**src/led_exec_pkg.sv**
```systemverilog
// constants shared by the led engine execution block
package led_exec_pkg;
  // clock figures
  localparam int CLK_HZ = 200_000_000;
  localparam int MASTER_HZ = 32_768;
  localparam int MASTER_DIV = CLK_HZ / MASTER_HZ;
  localparam int DIV_FAST = 16;
  localparam int DIV_SLOW = 512;
  localparam int DIV_W = 9;
  localparam logic [4:0] FIXED_UNITS = 5'h01;
  // sizes
  localparam int CHANNELS = 9;
  localparam int DUTY_W = 8;
  localparam int ROWS = 96;
  localparam int ROW_W = 7;
  localparam int ADDR_W = 12;
  // register byte offsets
  localparam logic [11:0] OFS_CMD = 12'h000;
  localparam logic [11:0] OFS_STATUS = 12'h004;
  localparam logic [11:0] OFS_VAR_A = 12'h008;
  localparam logic [11:0] OFS_VAR_B = 12'h00C;
  localparam logic [11:0] OFS_VAR_C = 12'h010;
  localparam logic [11:0] OFS_VAR_D = 12'h014;
  localparam logic [11:0] OFS_CTRL = 12'h018;
  localparam logic [11:0] OFS_ENGINE = 12'h01C;
  localparam logic [11:0] OFS_DUTY0 = 12'h040;
  localparam logic [11:0] OFS_MAP0 = 12'h100;
  localparam logic [11:0] OFS_MAP_LAST = 12'h27C;
  // command word fields
  localparam int OP_LSB = 16;
  localparam int OP_MSB = 19;
  localparam int PRESCALE_BIT = 14;
  localparam int STEP_MSB = 13;
  localparam int STEP_LSB = 9;
  localparam int SIGN_BIT = 8;
  localparam int VALUE_MSB = 7;
  localparam int SEL2_MSB = 3;
  localparam int SEL2_LSB = 2;
  localparam int SEL1_MSB = 1;
  localparam int LED_SEL_MSB = 3;
  // opcodes
  localparam logic [3:0] OP_RAMP_IMM = 4'h0;
  localparam logic [3:0] OP_RAMP_VAR = 4'h1;
  localparam logic [3:0] OP_DUTY_IMM = 4'h2;
  localparam logic [3:0] OP_DUTY_VAR = 4'h3;
  localparam logic [3:0] OP_WAIT = 4'h4;
  localparam logic [3:0] OP_FIRST_LOAD = 4'h5;
  localparam logic [3:0] OP_MAP_START = 4'h6;
  localparam logic [3:0] OP_LAST_LOAD = 4'h7;
  localparam logic [3:0] OP_SELECT = 4'h8;
  localparam logic [3:0] OP_CLEAR = 4'h9;
  localparam logic [3:0] OP_MAP_NEXT = 4'hA;
  localparam logic [3:0] OP_FOLLOW = 4'hB;
  // variable selector codes
  localparam logic [1:0] VSEL_A = 2'h0;
  localparam logic [1:0] VSEL_B = 2'h1;
  localparam logic [1:0] VSEL_C = 2'h2;
  // status and control bits
  localparam int ST_BUSY = 0;
  localparam int ST_WAIT = 1;
  localparam int ST_RAMP = 2;
  localparam int ST_ROW_LSB = 8;
  localparam int ST_PTR_LSB = 16;
  localparam int CTRL_D_FROM_TEST = 0;
  localparam logic [7:0] DUTY_MAX = 8'hFF;
  localparam logic [7:0] DUTY_MIN = 8'h00;
endpackage

```
**src/master_tick_gen.sv**
```systemverilog
// divides the system clock down to master clock ticks
`timescale 1ns/1ps
`default_nettype none
module master_tick_gen #(
  parameter int DIV = led_exec_pkg::MASTER_DIV
) (
  input wire logic clk,
  input wire logic rst,
  output logic tick
);
  logic [15:0] count;

  // free running divider, one pulse per master period
  always_ff @(posedge clk or posedge rst) begin
    if (rst) begin
      count <= 16'h0000;
      tick <= 1'b0;
    end else if (count == 16'(DIV - 1)) begin
      count <= 16'h0000;
      tick <= 1'b1;
    end else begin
      count <= count + 16'h0001;
      tick <= 1'b0;
    end
  end
endmodule
`default_nettype wire

```
**src/prescale_timer.sv**
```systemverilog
// counts a number of prescaled cycles and pulses when done
`timescale 1ns/1ps
`default_nettype none
module prescale_timer (
  input wire logic clk,
  input wire logic rst,
  input wire logic masterTick,
  input wire logic start,
  input wire logic slow,
  input wire logic [4:0] units,
  output logic done
);
  logic [8:0] divCount;
  logic [4:0] unitsLeft;
  logic running;
  logic [8:0] divLast;

  // slow cycle is 512 master ticks, fast one is 16
  assign divLast = slow ? 9'(led_exec_pkg::DIV_SLOW - 1)
                        : 9'(led_exec_pkg::DIV_FAST - 1);

  // unit and divider counting, restarted at every start
  always_ff @(posedge clk or posedge rst) begin
    if (rst) begin
      divCount <= 9'h000;
      unitsLeft <= 5'h00;
      running <= 1'b0;
      done <= 1'b0;
    end else begin
      done <= 1'b0;
      if (start) begin
        divCount <= 9'h000;
        unitsLeft <= (units == 5'h00) ? 5'h01 : units;
        running <= 1'b1;
      end else if (running && masterTick) begin
        if (divCount == divLast) begin
          divCount <= 9'h000;
          if (unitsLeft == 5'h01) begin
            running <= 1'b0;
            done <= 1'b1;
          end else begin
            unitsLeft <= unitsLeft - 5'h01;
          end
        end else begin
          divCount <= divCount + 9'h001;
        end
      end
    end
  end
endmodule
`default_nettype wire

```
**src/led_engine_exec.sv**
```systemverilog
// one program engine: ramp, duty set, wait and mapping execution
//
// Operation
// RQ1: variable step time uses low five bits
// RQ2: selector picks A, B, C or D/test
// RQ3: program keeps step time 1 to 31
// RQ4: step count 0-255; zero is a wait
// RQ5: variable step count from selected variable
// RQ6: step lasts step time times prescale cycle
// RQ7: duty set loads value immediately, no ramp
// RQ8: duty set takes sixteen master cycles
// RQ9: duty 0-255 linear, immediate or variable
// RQ10: wait holds outputs, shows wait status
// RQ11: prescale picks divide by 16 or 512
// RQ12: wait lasts time field times cycle
// RQ13: engine drives any subset of nine channels
// RQ14: table first and last rows recorded
// RQ15: map start records and activates row
// RQ16: select connects one driver, zero none
// RQ17: clear unmaps; unmapped keep stored duty
// RQ18: map next advances, wraps to start
// RQ19: row change never pushes duty values
// RQ20: pointer step changes no connections
// RQ21: each ramp step moves duty by one
// RQ22: ramp saturates but runs all steps
// RQ23: variable operands captured at ramp start
`timescale 1ns/1ps
`default_nettype none
module led_engine_exec #(
  parameter int MASTER_DIV = led_exec_pkg::MASTER_DIV,
  parameter int CHANNELS = led_exec_pkg::CHANNELS,
  parameter int ROWS = led_exec_pkg::ROWS
) (
  input wire logic clk,
  input wire logic rst,
  input wire logic psel,
  input wire logic penable,
  input wire logic pwrite,
  input wire logic [11:0] paddr,
  input wire logic [31:0] pwdata,
  output logic pready,
  output logic [31:0] prdata,
  output logic pslverr,
  input wire logic [7:0] testConverterResult,
  output logic [CHANNELS-1:0][7:0] ledChannelOutputs,
  output logic engineBusy
);
  typedef enum logic [1:0] {IDLE, HOLD, RAMP, WAIT} state_t;

  state_t state;
  logic [7:0] varA, varB, varC, varD;
  logic dFromTest;
  logic [7:0] engineDuty;
  logic [CHANNELS-1:0] mappedMask;
  logic [6:0] tableFirstRow, tableLastRow, pointer;
  logic [CHANNELS-1:0] mapRows [ROWS];
  logic [7:0] rampLeft;
  logic rampDown;
  logic timerStart, timerSlow, timerDone, masterTick;
  logic [4:0] timerUnits;
  logic [31:0] readData;
  logic addrHit, accessWr, cmdWr, pushEn;
  logic [7:0] pushVal;
  logic [3:0] cmdOp;
  logic [6:0] cmdRow, followRow;
  logic [7:0] selA, selB;

  ////////////////////////////////////////////////////////////////////////
  // helpers

  // map table window test
  function automatic logic isMapAddr(input logic [11:0] a);
    return a >= led_exec_pkg::OFS_MAP0 && a <= led_exec_pkg::OFS_MAP_LAST;
  endfunction

  // word index within a region
  function automatic logic [6:0] wordIndex(input logic [11:0] a,
                                           input logic [11:0] base);
    logic [11:0] d;
    d = a - base;
    return d[8:2];
  endfunction

  // operand source selection
  function automatic logic [7:0] pickVar(input logic [1:0] sel);
    case (sel)
      led_exec_pkg::VSEL_A: return varA;
      led_exec_pkg::VSEL_B: return varB;
      led_exec_pkg::VSEL_C: return varC;
      default: return dFromTest ? testConverterResult : varD;
    endcase
  endfunction

  // saturating one unit step
  function automatic logic [7:0] stepDuty(input logic [7:0] v,
                                          input logic down);
    if (down) begin
      return (v == led_exec_pkg::DUTY_MIN) ? v : v - 8'h01;
    end
    return (v == led_exec_pkg::DUTY_MAX) ? v : v + 8'h01;
  endfunction

  ////////////////////////////////////////////////////////////////////////
  // timing

  master_tick_gen #(.DIV(MASTER_DIV)) tickGen (
    .clk(clk),
    .rst(rst),
    .tick(masterTick)
  );

  prescale_timer stepTimer (
    .clk(clk),
    .rst(rst),
    .masterTick(masterTick),
    .start(timerStart),
    .slow(timerSlow),
    .units(timerUnits),
    .done(timerDone)
  );

  ////////////////////////////////////////////////////////////////////////
  // apb slave

  // address decode
  always_comb begin
    addrHit = 1'b1;
    readData = 32'h0000_0000;
    case (paddr)
      led_exec_pkg::OFS_CMD: readData = 32'h0000_0000;
      led_exec_pkg::OFS_STATUS: begin
        readData[led_exec_pkg::ST_BUSY] = state != IDLE;
        readData[led_exec_pkg::ST_WAIT] = state == WAIT;
        readData[led_exec_pkg::ST_RAMP] = state == RAMP;
        readData[led_exec_pkg::ST_ROW_LSB +: 7] = tableFirstRow;
        readData[led_exec_pkg::ST_PTR_LSB +: 7] = pointer;
      end
      led_exec_pkg::OFS_VAR_A: readData[7:0] = varA;
      led_exec_pkg::OFS_VAR_B: readData[7:0] = varB;
      led_exec_pkg::OFS_VAR_C: readData[7:0] = varC;
      led_exec_pkg::OFS_VAR_D: readData[7:0] = varD;
      led_exec_pkg::OFS_CTRL: begin
        readData[led_exec_pkg::CTRL_D_FROM_TEST] = dFromTest;
      end
      led_exec_pkg::OFS_ENGINE: begin
        readData[7:0] = engineDuty;
        readData[16 +: CHANNELS] = mappedMask;
      end
      default: begin
        if (isMapAddr(paddr)) begin
          readData[CHANNELS-1:0] = mapRows[wordIndex(paddr,
                                     led_exec_pkg::OFS_MAP0)];
        end else if (paddr >= led_exec_pkg::OFS_DUTY0 &&
                     paddr < led_exec_pkg::OFS_DUTY0 +
                             12'(4 * CHANNELS) &&
                     paddr[1:0] == 2'h0) begin
          readData[7:0] = ledChannelOutputs[wordIndex(paddr,
                            led_exec_pkg::OFS_DUTY0)];
        end else begin
          addrHit = 1'b0;
        end
      end
    endcase
    if (paddr[1:0] != 2'h0) begin
      addrHit = 1'b0;
    end
  end

  assign accessWr = psel && penable && pready && pwrite && addrHit;

  // no wait state: data captured in the setup cycle
  always_ff @(posedge clk or posedge rst) begin
    if (rst) begin
      pready <= 1'b0;
      prdata <= 32'h0000_0000;
      pslverr <= 1'b0;
    end else begin
      pready <= psel && !penable;
      pslverr <= psel && !penable && !addrHit;
      if (psel && !penable) begin
        prdata <= pwrite ? 32'h0000_0000 : readData;
      end
    end
  end

  // software variables and control bit
  always_ff @(posedge clk or posedge rst) begin
    if (rst) begin
      varA <= 8'h00;
      varB <= 8'h00;
      varC <= 8'h00;
      varD <= 8'h00;
      dFromTest <= 1'b0;
    end else if (accessWr) begin
      case (paddr)
        led_exec_pkg::OFS_VAR_A: varA <= pwdata[7:0];
        led_exec_pkg::OFS_VAR_B: varB <= pwdata[7:0];
        led_exec_pkg::OFS_VAR_C: varC <= pwdata[7:0];
        led_exec_pkg::OFS_VAR_D: varD <= pwdata[7:0];
        led_exec_pkg::OFS_CTRL: begin
          dFromTest <= pwdata[led_exec_pkg::CTRL_D_FROM_TEST];
        end
        default: dFromTest <= dFromTest;
      endcase
    end
  end

  // mapping rows live in a local array, written over apb
  always_ff @(posedge clk) begin
    if (accessWr && isMapAddr(paddr)) begin
      mapRows[wordIndex(paddr, led_exec_pkg::OFS_MAP0)] <=
        pwdata[CHANNELS-1:0]; // RQ13
    end
  end

  ////////////////////////////////////////////////////////////////////////
  // command decode

  assign cmdOp = pwdata[led_exec_pkg::OP_MSB:led_exec_pkg::OP_LSB];
  assign cmdRow = pwdata[6:0];
  assign cmdWr = accessWr && paddr == led_exec_pkg::OFS_CMD &&
                 state == IDLE;
  always_comb begin
    selA = pickVar(pwdata[led_exec_pkg::SEL1_MSB:0]); // RQ2
    selB = pickVar(pwdata[led_exec_pkg::SEL2_MSB:
                          led_exec_pkg::SEL2_LSB]); // RQ2
  end
  assign followRow = (pointer == tableLastRow) ? tableFirstRow
                                               : pointer + 7'h01; // RQ18

  // duty pushed to mapped channels: duty set or a live ramp step
  always_comb begin
    pushEn = 1'b0;
    pushVal = engineDuty;
    if (cmdWr && cmdOp == led_exec_pkg::OP_DUTY_IMM) begin
      pushEn = 1'b1;
      pushVal = pwdata[led_exec_pkg::VALUE_MSB:0]; // RQ7
    end else if (cmdWr && cmdOp == led_exec_pkg::OP_DUTY_VAR) begin
      pushEn = 1'b1;
      pushVal = selA; // RQ9
    end else if (state == RAMP && timerDone && rampLeft != 8'h00) begin
      pushEn = 1'b1;
      pushVal = stepDuty(engineDuty, rampDown); // RQ21 RQ22
    end
  end

  ////////////////////////////////////////////////////////////////////////
  // execution state

  // instruction sequencing, timer loading and mapping state
  always_ff @(posedge clk or posedge rst) begin
    if (rst) begin
      state <= IDLE;
      engineDuty <= 8'h00;
      rampLeft <= 8'h00;
      rampDown <= 1'b0;
      timerStart <= 1'b0;
      timerSlow <= 1'b0;
      timerUnits <= 5'h00;
      mappedMask <= '0;
      tableFirstRow <= 7'h00;
      tableLastRow <= 7'h00;
      pointer <= 7'h00;
    end else begin
      timerStart <= 1'b0;
      if (pushEn) begin
        engineDuty <= pushVal;
      end
      case (state)
        IDLE: begin
          if (cmdWr) begin
            timerStart <= 1'b1;
            timerSlow <= 1'b0;
            timerUnits <= led_exec_pkg::FIXED_UNITS; // RQ8
            state <= HOLD;
            case (cmdOp)
              led_exec_pkg::OP_RAMP_IMM: begin
                timerSlow <= pwdata[led_exec_pkg::PRESCALE_BIT]; // RQ11
                timerUnits <= pwdata[led_exec_pkg::STEP_MSB:
                                     led_exec_pkg::STEP_LSB]; // RQ6
                rampDown <= pwdata[led_exec_pkg::SIGN_BIT];
                rampLeft <= pwdata[led_exec_pkg::VALUE_MSB:0]; // RQ4
                state <= RAMP;
              end
              led_exec_pkg::OP_RAMP_VAR: begin
                timerSlow <= pwdata[led_exec_pkg::PRESCALE_BIT];
                timerUnits <= selB[4:0]; // RQ1 RQ23
                rampDown <= pwdata[led_exec_pkg::SIGN_BIT];
                rampLeft <= selA; // RQ5 RQ23
                state <= RAMP;
              end
              led_exec_pkg::OP_WAIT: begin
                timerSlow <= pwdata[led_exec_pkg::PRESCALE_BIT]; // RQ11
                timerUnits <= pwdata[led_exec_pkg::STEP_MSB:
                                     led_exec_pkg::STEP_LSB]; // RQ12
                state <= WAIT; // RQ10
              end
              led_exec_pkg::OP_FIRST_LOAD: begin
                tableFirstRow <= cmdRow; // RQ14
              end
              led_exec_pkg::OP_LAST_LOAD: begin
                tableLastRow <= cmdRow; // RQ14
              end
              led_exec_pkg::OP_MAP_START: begin
                tableFirstRow <= cmdRow; // RQ15
                pointer <= cmdRow;
                mappedMask <= mapRows[cmdRow]; // RQ15 RQ19
              end
              led_exec_pkg::OP_SELECT: begin
                mappedMask <= '0; // RQ16
                if (pwdata[led_exec_pkg::LED_SEL_MSB:0] != 4'h0) begin
                  mappedMask[pwdata[led_exec_pkg::LED_SEL_MSB:0] -
                             4'h1] <= 1'b1; // RQ16
                end
              end
              led_exec_pkg::OP_CLEAR: mappedMask <= '0; // RQ17
              led_exec_pkg::OP_MAP_NEXT: begin
                pointer <= followRow; // RQ18
                mappedMask <= mapRows[followRow]; // RQ19
              end
              led_exec_pkg::OP_FOLLOW: pointer <= followRow; // RQ20
              default: state <= HOLD;
            endcase
          end
        end
        RAMP: begin
          if (timerDone) begin
            if (rampLeft > 8'h01) begin
              rampLeft <= rampLeft - 8'h01; // RQ22
              timerStart <= 1'b1;
            end else begin
              rampLeft <= 8'h00;
              state <= IDLE;
            end
          end
        end
        HOLD, WAIT: begin
          if (timerDone) begin
            state <= IDLE;
          end
        end
        default: state <= IDLE;
      endcase
    end
  end

  // channel duty registers; unmapped ones keep their value
  generate
    for (genvar ch = 0; ch < CHANNELS; ch++) begin : gChan
      always_ff @(posedge clk or posedge rst) begin
        if (rst) begin
          ledChannelOutputs[ch] <= 8'h00;
        end else if (pushEn && mappedMask[ch]) begin
          ledChannelOutputs[ch] <= pushVal; // RQ13 RQ17
        end else if (accessWr &&
                     paddr == led_exec_pkg::OFS_DUTY0 + 12'(4 * ch)) begin
          ledChannelOutputs[ch] <= pwdata[7:0];
        end
      end
    end
  endgenerate

  // busy flag out
  always_ff @(posedge clk or posedge rst) begin
    if (rst) begin
      engineBusy <= 1'b0;
    end else begin
      engineBusy <= (state != IDLE) || cmdWr;
    end
  end
endmodule
`default_nettype wire

```
**config.mk**
```make
export PLATFORM = sky130hd
export DESIGN_NAME = led_engine_exec
export DESIGN_NICKNAME = d
export VERILOG_FILES = /design/src/led_exec_pkg.sv /design/src/master_tick_gen.sv /design/src/prescale_timer.sv /design/src/led_engine_exec.sv
export SDC_FILE = /design/constraint.sdc
export NUM_CORES = 2
export LEC_CHECK = 0
export BUFFER_PORTS_ARGS = -buffer_cell sky130_fd_sc_hd__buf_2
export CAP_MARGIN = 5
export CELL_PAD_IN_SITES_DETAIL_PLACEMENT = 1
export CELL_PAD_IN_SITES_GLOBAL_PLACEMENT = 1
export CORE_ASPECT_RATIO = 1.5
export CORE_MARGIN = 10
export CORE_UTILIZATION = 45
export DETAILED_ROUTE_END_ITERATION = 8
export HOLD_SLACK_MARGIN = 0.03
export PLACE_DENSITY_LB_ADDON = 0.1
export SLEW_MARGIN = 20
export SYNTH_ARGS = -nofsm -noshare
export SYNTH_HDL_FRONTEND = slang
export SYNTH_SLANG_ARGS = --single-unit
```
**constraint.sdc**
```tcl
create_clock -name clk -period 10.9 [get_ports clk]
set_clock_uncertainty 0.15 [all_clocks]
set_input_delay 2.18 -clock clk [delete_from_list [all_inputs] [get_ports clk]]
set_output_delay 2.18 -clock clk [all_outputs]
set_load 0.01 [all_outputs]
```
==> impl_metrics.toml <==
[sta]
hold_viol_final = 0
setup_slack_ps = 4230
worst_pin_slew_ps = 1180
fmax_ghz = 0.150
drv_slew = 0
rsz0062_at_grt = "no"
fin_crit_sh_pct = 61.2
relSlewSlack_pct = 21.3
min_period_ps = 6670
tns_ps = 0
setup_viol = 0

[logic_synthesis]
syn_area_mm2 = 0.0606
synth_flop_cell = "edfxtp_1"
ys_seq_area_share_pct = 51.9
postSynth.asyncResetShare_pct = 20.4
postSynthAreaPerCell_um2 = 13.7
yosysWarnings = 0
yosysUniqueCellTypes = 97
netlist_instances = 4441
synth_edf_count = 864
ys_ff_latch = 1085

[clock_tree]
cts.repair.resized = 0
cts-root-buf = "clkbuf_16"
cts_tree = "yes"
ctsHoldBuffers = 0
clk_pin_slew_worst_paths_ps = 70
htreeDepth = 3
clock_latency_ps = 750
cts.path.max_buffers = 3
cts_buffers = 110
postCtsSetupBuffers = 0
cts_num_sinks = 1085

[global_route]
gr-total-overflow = 0
antenna_found_initial = 12
grt_pass1_vias = 44600
grt_max_degree = 137
grt_pass1_wl_um = 326000
grt_usage_pct = 29.7

[power_and_ir_drop]
switching_share_pct = 23.3
finalPower_mw = 9.16
pwr_density_cell_mw_per_mm2 = 137
power_leakage_nw = 23.4
internal_power_mw = 7.03
seq_power_share_pct = 48.9
ir_worst_vdd_uv = 125
power_switching_mw = 2.13
p_clk_share_pct = 43.9
comb_power_share_pct = 7.3

[finish]
final-instance-count-excl-fill = 6332
drive_above_1_share_pct = 27.8
final_cell_mix = "864 x edfxtp_1, 764 x nand2_1, 586 x mux4_2"
area_delta_synth_final_pct = 10.5
design_area_mm2 = 0.0670
fillers = 13100
nNetsFinal = 4554
layout_commonest_cell = "edfxtp_1"

[placed_design]
dp_cells = 6117
portBuffers = 142
place_ws_ps = 3520
hpwl_um = 150000
gp_congestion = 0.883
post_dp_cell_area_mm2 = 0.0632

[status]
status = "complete, no violations"

[setup_path]
cp_data_required_time_ps = 11390
critical_path.max_stage_delay_ps = 840
worst-setup-path-type = "in2reg"
cp_common_cell = "o31ai_1"
crit_buf_inv = 1
worstPathArrival_ps = 7160
crit_fanout = 17
cp_top_family = "compound AO/OA/AOI/OAI gates"
start_kind = "primary input"
crit_slowest_cell = "a211oi_2"
end_kind = "flop"
crit_path_cell_trace = "buf_2 -> nand4bb_1 -> o31ai_1 -> a211oi_2 -> o31ai_1 -> nor3_2 -> nand2_1 -> nor3_2 -> o211ai_1 -> o31ai_1"

[floorplanning]
dieArea_mm2 = 0.150
die_x_um = 320
start_util_pct = 45.4
die-height_um = 470
io_pins = 164
num_rows = 164
core_mm2 = 0.134

[route]
via_count = 43100
drt_pre_antenna_iters = 6
routed_via_density = 6.81
wl_per_cell_um = 36.0
ant_nets = 0
drt_iter0_drc = 4768
finalWirelength_um = 228000
drc = 0

[min_path]
worstHoldPathType = "reg2reg"

[job]
cap_violations = 0
==> logic make-up after synthesis <==
group	after synthesis	synth area share, %
DFF	1085	51.9
other	1	0.00619
muxes	874	26.8
xor gates and xnor gates	33	0.514
adders and majority gates	11	0.227
buffers and inverters	397	3.08
and+or+nand+nor	1387	10.2
AOI/OAI and AO/OA	653	7.19
==> synthesized netlist by cell type, drive strengths merged, types with 6 or more instances <==
cell     number  share of area [%]
or4          18               0.22
a32oi        18               0.26
nor2b        16               0.17
o21ai       157                1.3
or2           6              0.062
clkbuf      165                1.0
o2111ai       9               0.13
xor2         18               0.26
mux4        586                 22
o211ai       11               0.14
a32o         14               0.23
nand4        25               0.29
ha           11               0.23
nor2        213                1.4
mux2i       149                2.5
a22o          7               0.10
mux2        139                2.6
nor3         33               0.36
a211oi       51               0.68
o22ai        48               0.51
nand2       769                4.8
edfxtp      864                 43
buf         197                1.8
nand3       152                1.3
and3         94               0.97
dfrtp       221                9.1
inv          34               0.21
a31oi       102                1.1
xnor2        15               0.25
a22oi        46               0.57
o2bb2ai       9               0.13
and2         10               0.10
a311oi       17               0.25
or3          11               0.12
a222oi       10               0.17
a21oi        97               0.83
nand2b       12               0.12
o31ai        20               0.29
nor4         11               0.11
==> power by group through the flow <==
stage,Combinational [mW],Sequential [mW],Clock (mW)
after floorplan,0.394,4.56,0
after global placement,0.658,4.56,0
after detailed placement,0.663,4.56,0
after CTS,0.664,4.48,4.07
after global routing,0.689,4.47,4.23
final,0.668,4.48,4.02
==> flip-flops by register name, summed over array words and instances, names as in the netlist, 9 cells and up <==
name	cells
mappedMask	9
prdata	24
tickGen.count	16
stepTimer.divCount	9
ledChannelOutputs	72
mapRows	864
==> worst reg2reg max path: stages, from the launching register on <==
cell	delay [ps]
dfrtp_1	480
xor2_1	210
or3_1	560
nor2_4	450
mux2_8	690
buf_4	710
nand3_1	810
o22ai_1	410
or4_1	220
a31oi_1	60
and3_1	300
o31ai_1	290
==> area by class of cell <==
| cell class | count | area, um2 | area share (%) |
|---|---|---|---|
| antenna | 7 | 17.5 | 0.0262 |
| clock buffer | 154 | 3140 | 4.69 |
| clock inverter | 54 | 616 | 0.919 |
| inverter | 35 | 139 | 0.207 |
| multi-input combinational | 2966 | 27400 | 40.9 |
| sequential | 1085 | 31500 | 47.0 |
| tap | 1743 | 2180 | 3.26 |
| timing repair buffer | 288 | 2000 | 2.99 |
==> final timing paths <==
kind	to	from	cells after the start	slack, ps
setup / recovery	mappedMask[5]$_DFFE_PP0P_	paddr[7]	10	4230
hold / removal	prdata[12]$_DFFE_PP0P_	prdata[12]$_DFFE_PP0P_	2	330
setup reg to reg	mappedMask[2]$_DFFE_PP0P_	pointer[4]$_DFFE_PP0P_	11	5470
hold reg to reg	prdata[12]$_DFFE_PP0P_	prdata[12]$_DFFE_PP0P_	2	330
max in group asynchronous	ledChannelOutputs[21]$_DFFE_PP0P_	rst	3	7690
min in group asynchronous	ledChannelOutputs[4]$_DFFE_PP0P_	rst	2	1350
==> per-layer routing <==
layer / routed length [um] / track usage (%) / share of wire [%] / vias to the layer above
li1: - / - / - / 17700
met1: 85000 / 36.4 / 37 / 23000
met2: 114000 / 51.0 / 50 / 1931
met3: 15900 / 4.55 / 7.0 / 491
met4: 12300 / 14.4 / 5.4 / 6
met5: 39 / 0 / 0.017 / -
==> stage by stage <==
stage / hold slack, ps / util (%)
3_5_place_dp: 319 / 47.3
5_1_grt: 374 / 50.1
4_1_cts: 335 / 50.1
2_1_floorplan: 296 / -
3_3_place_gp: 309 / 47.3
6_report: 332 / 50.1
(Power assumes the default switching activity.)
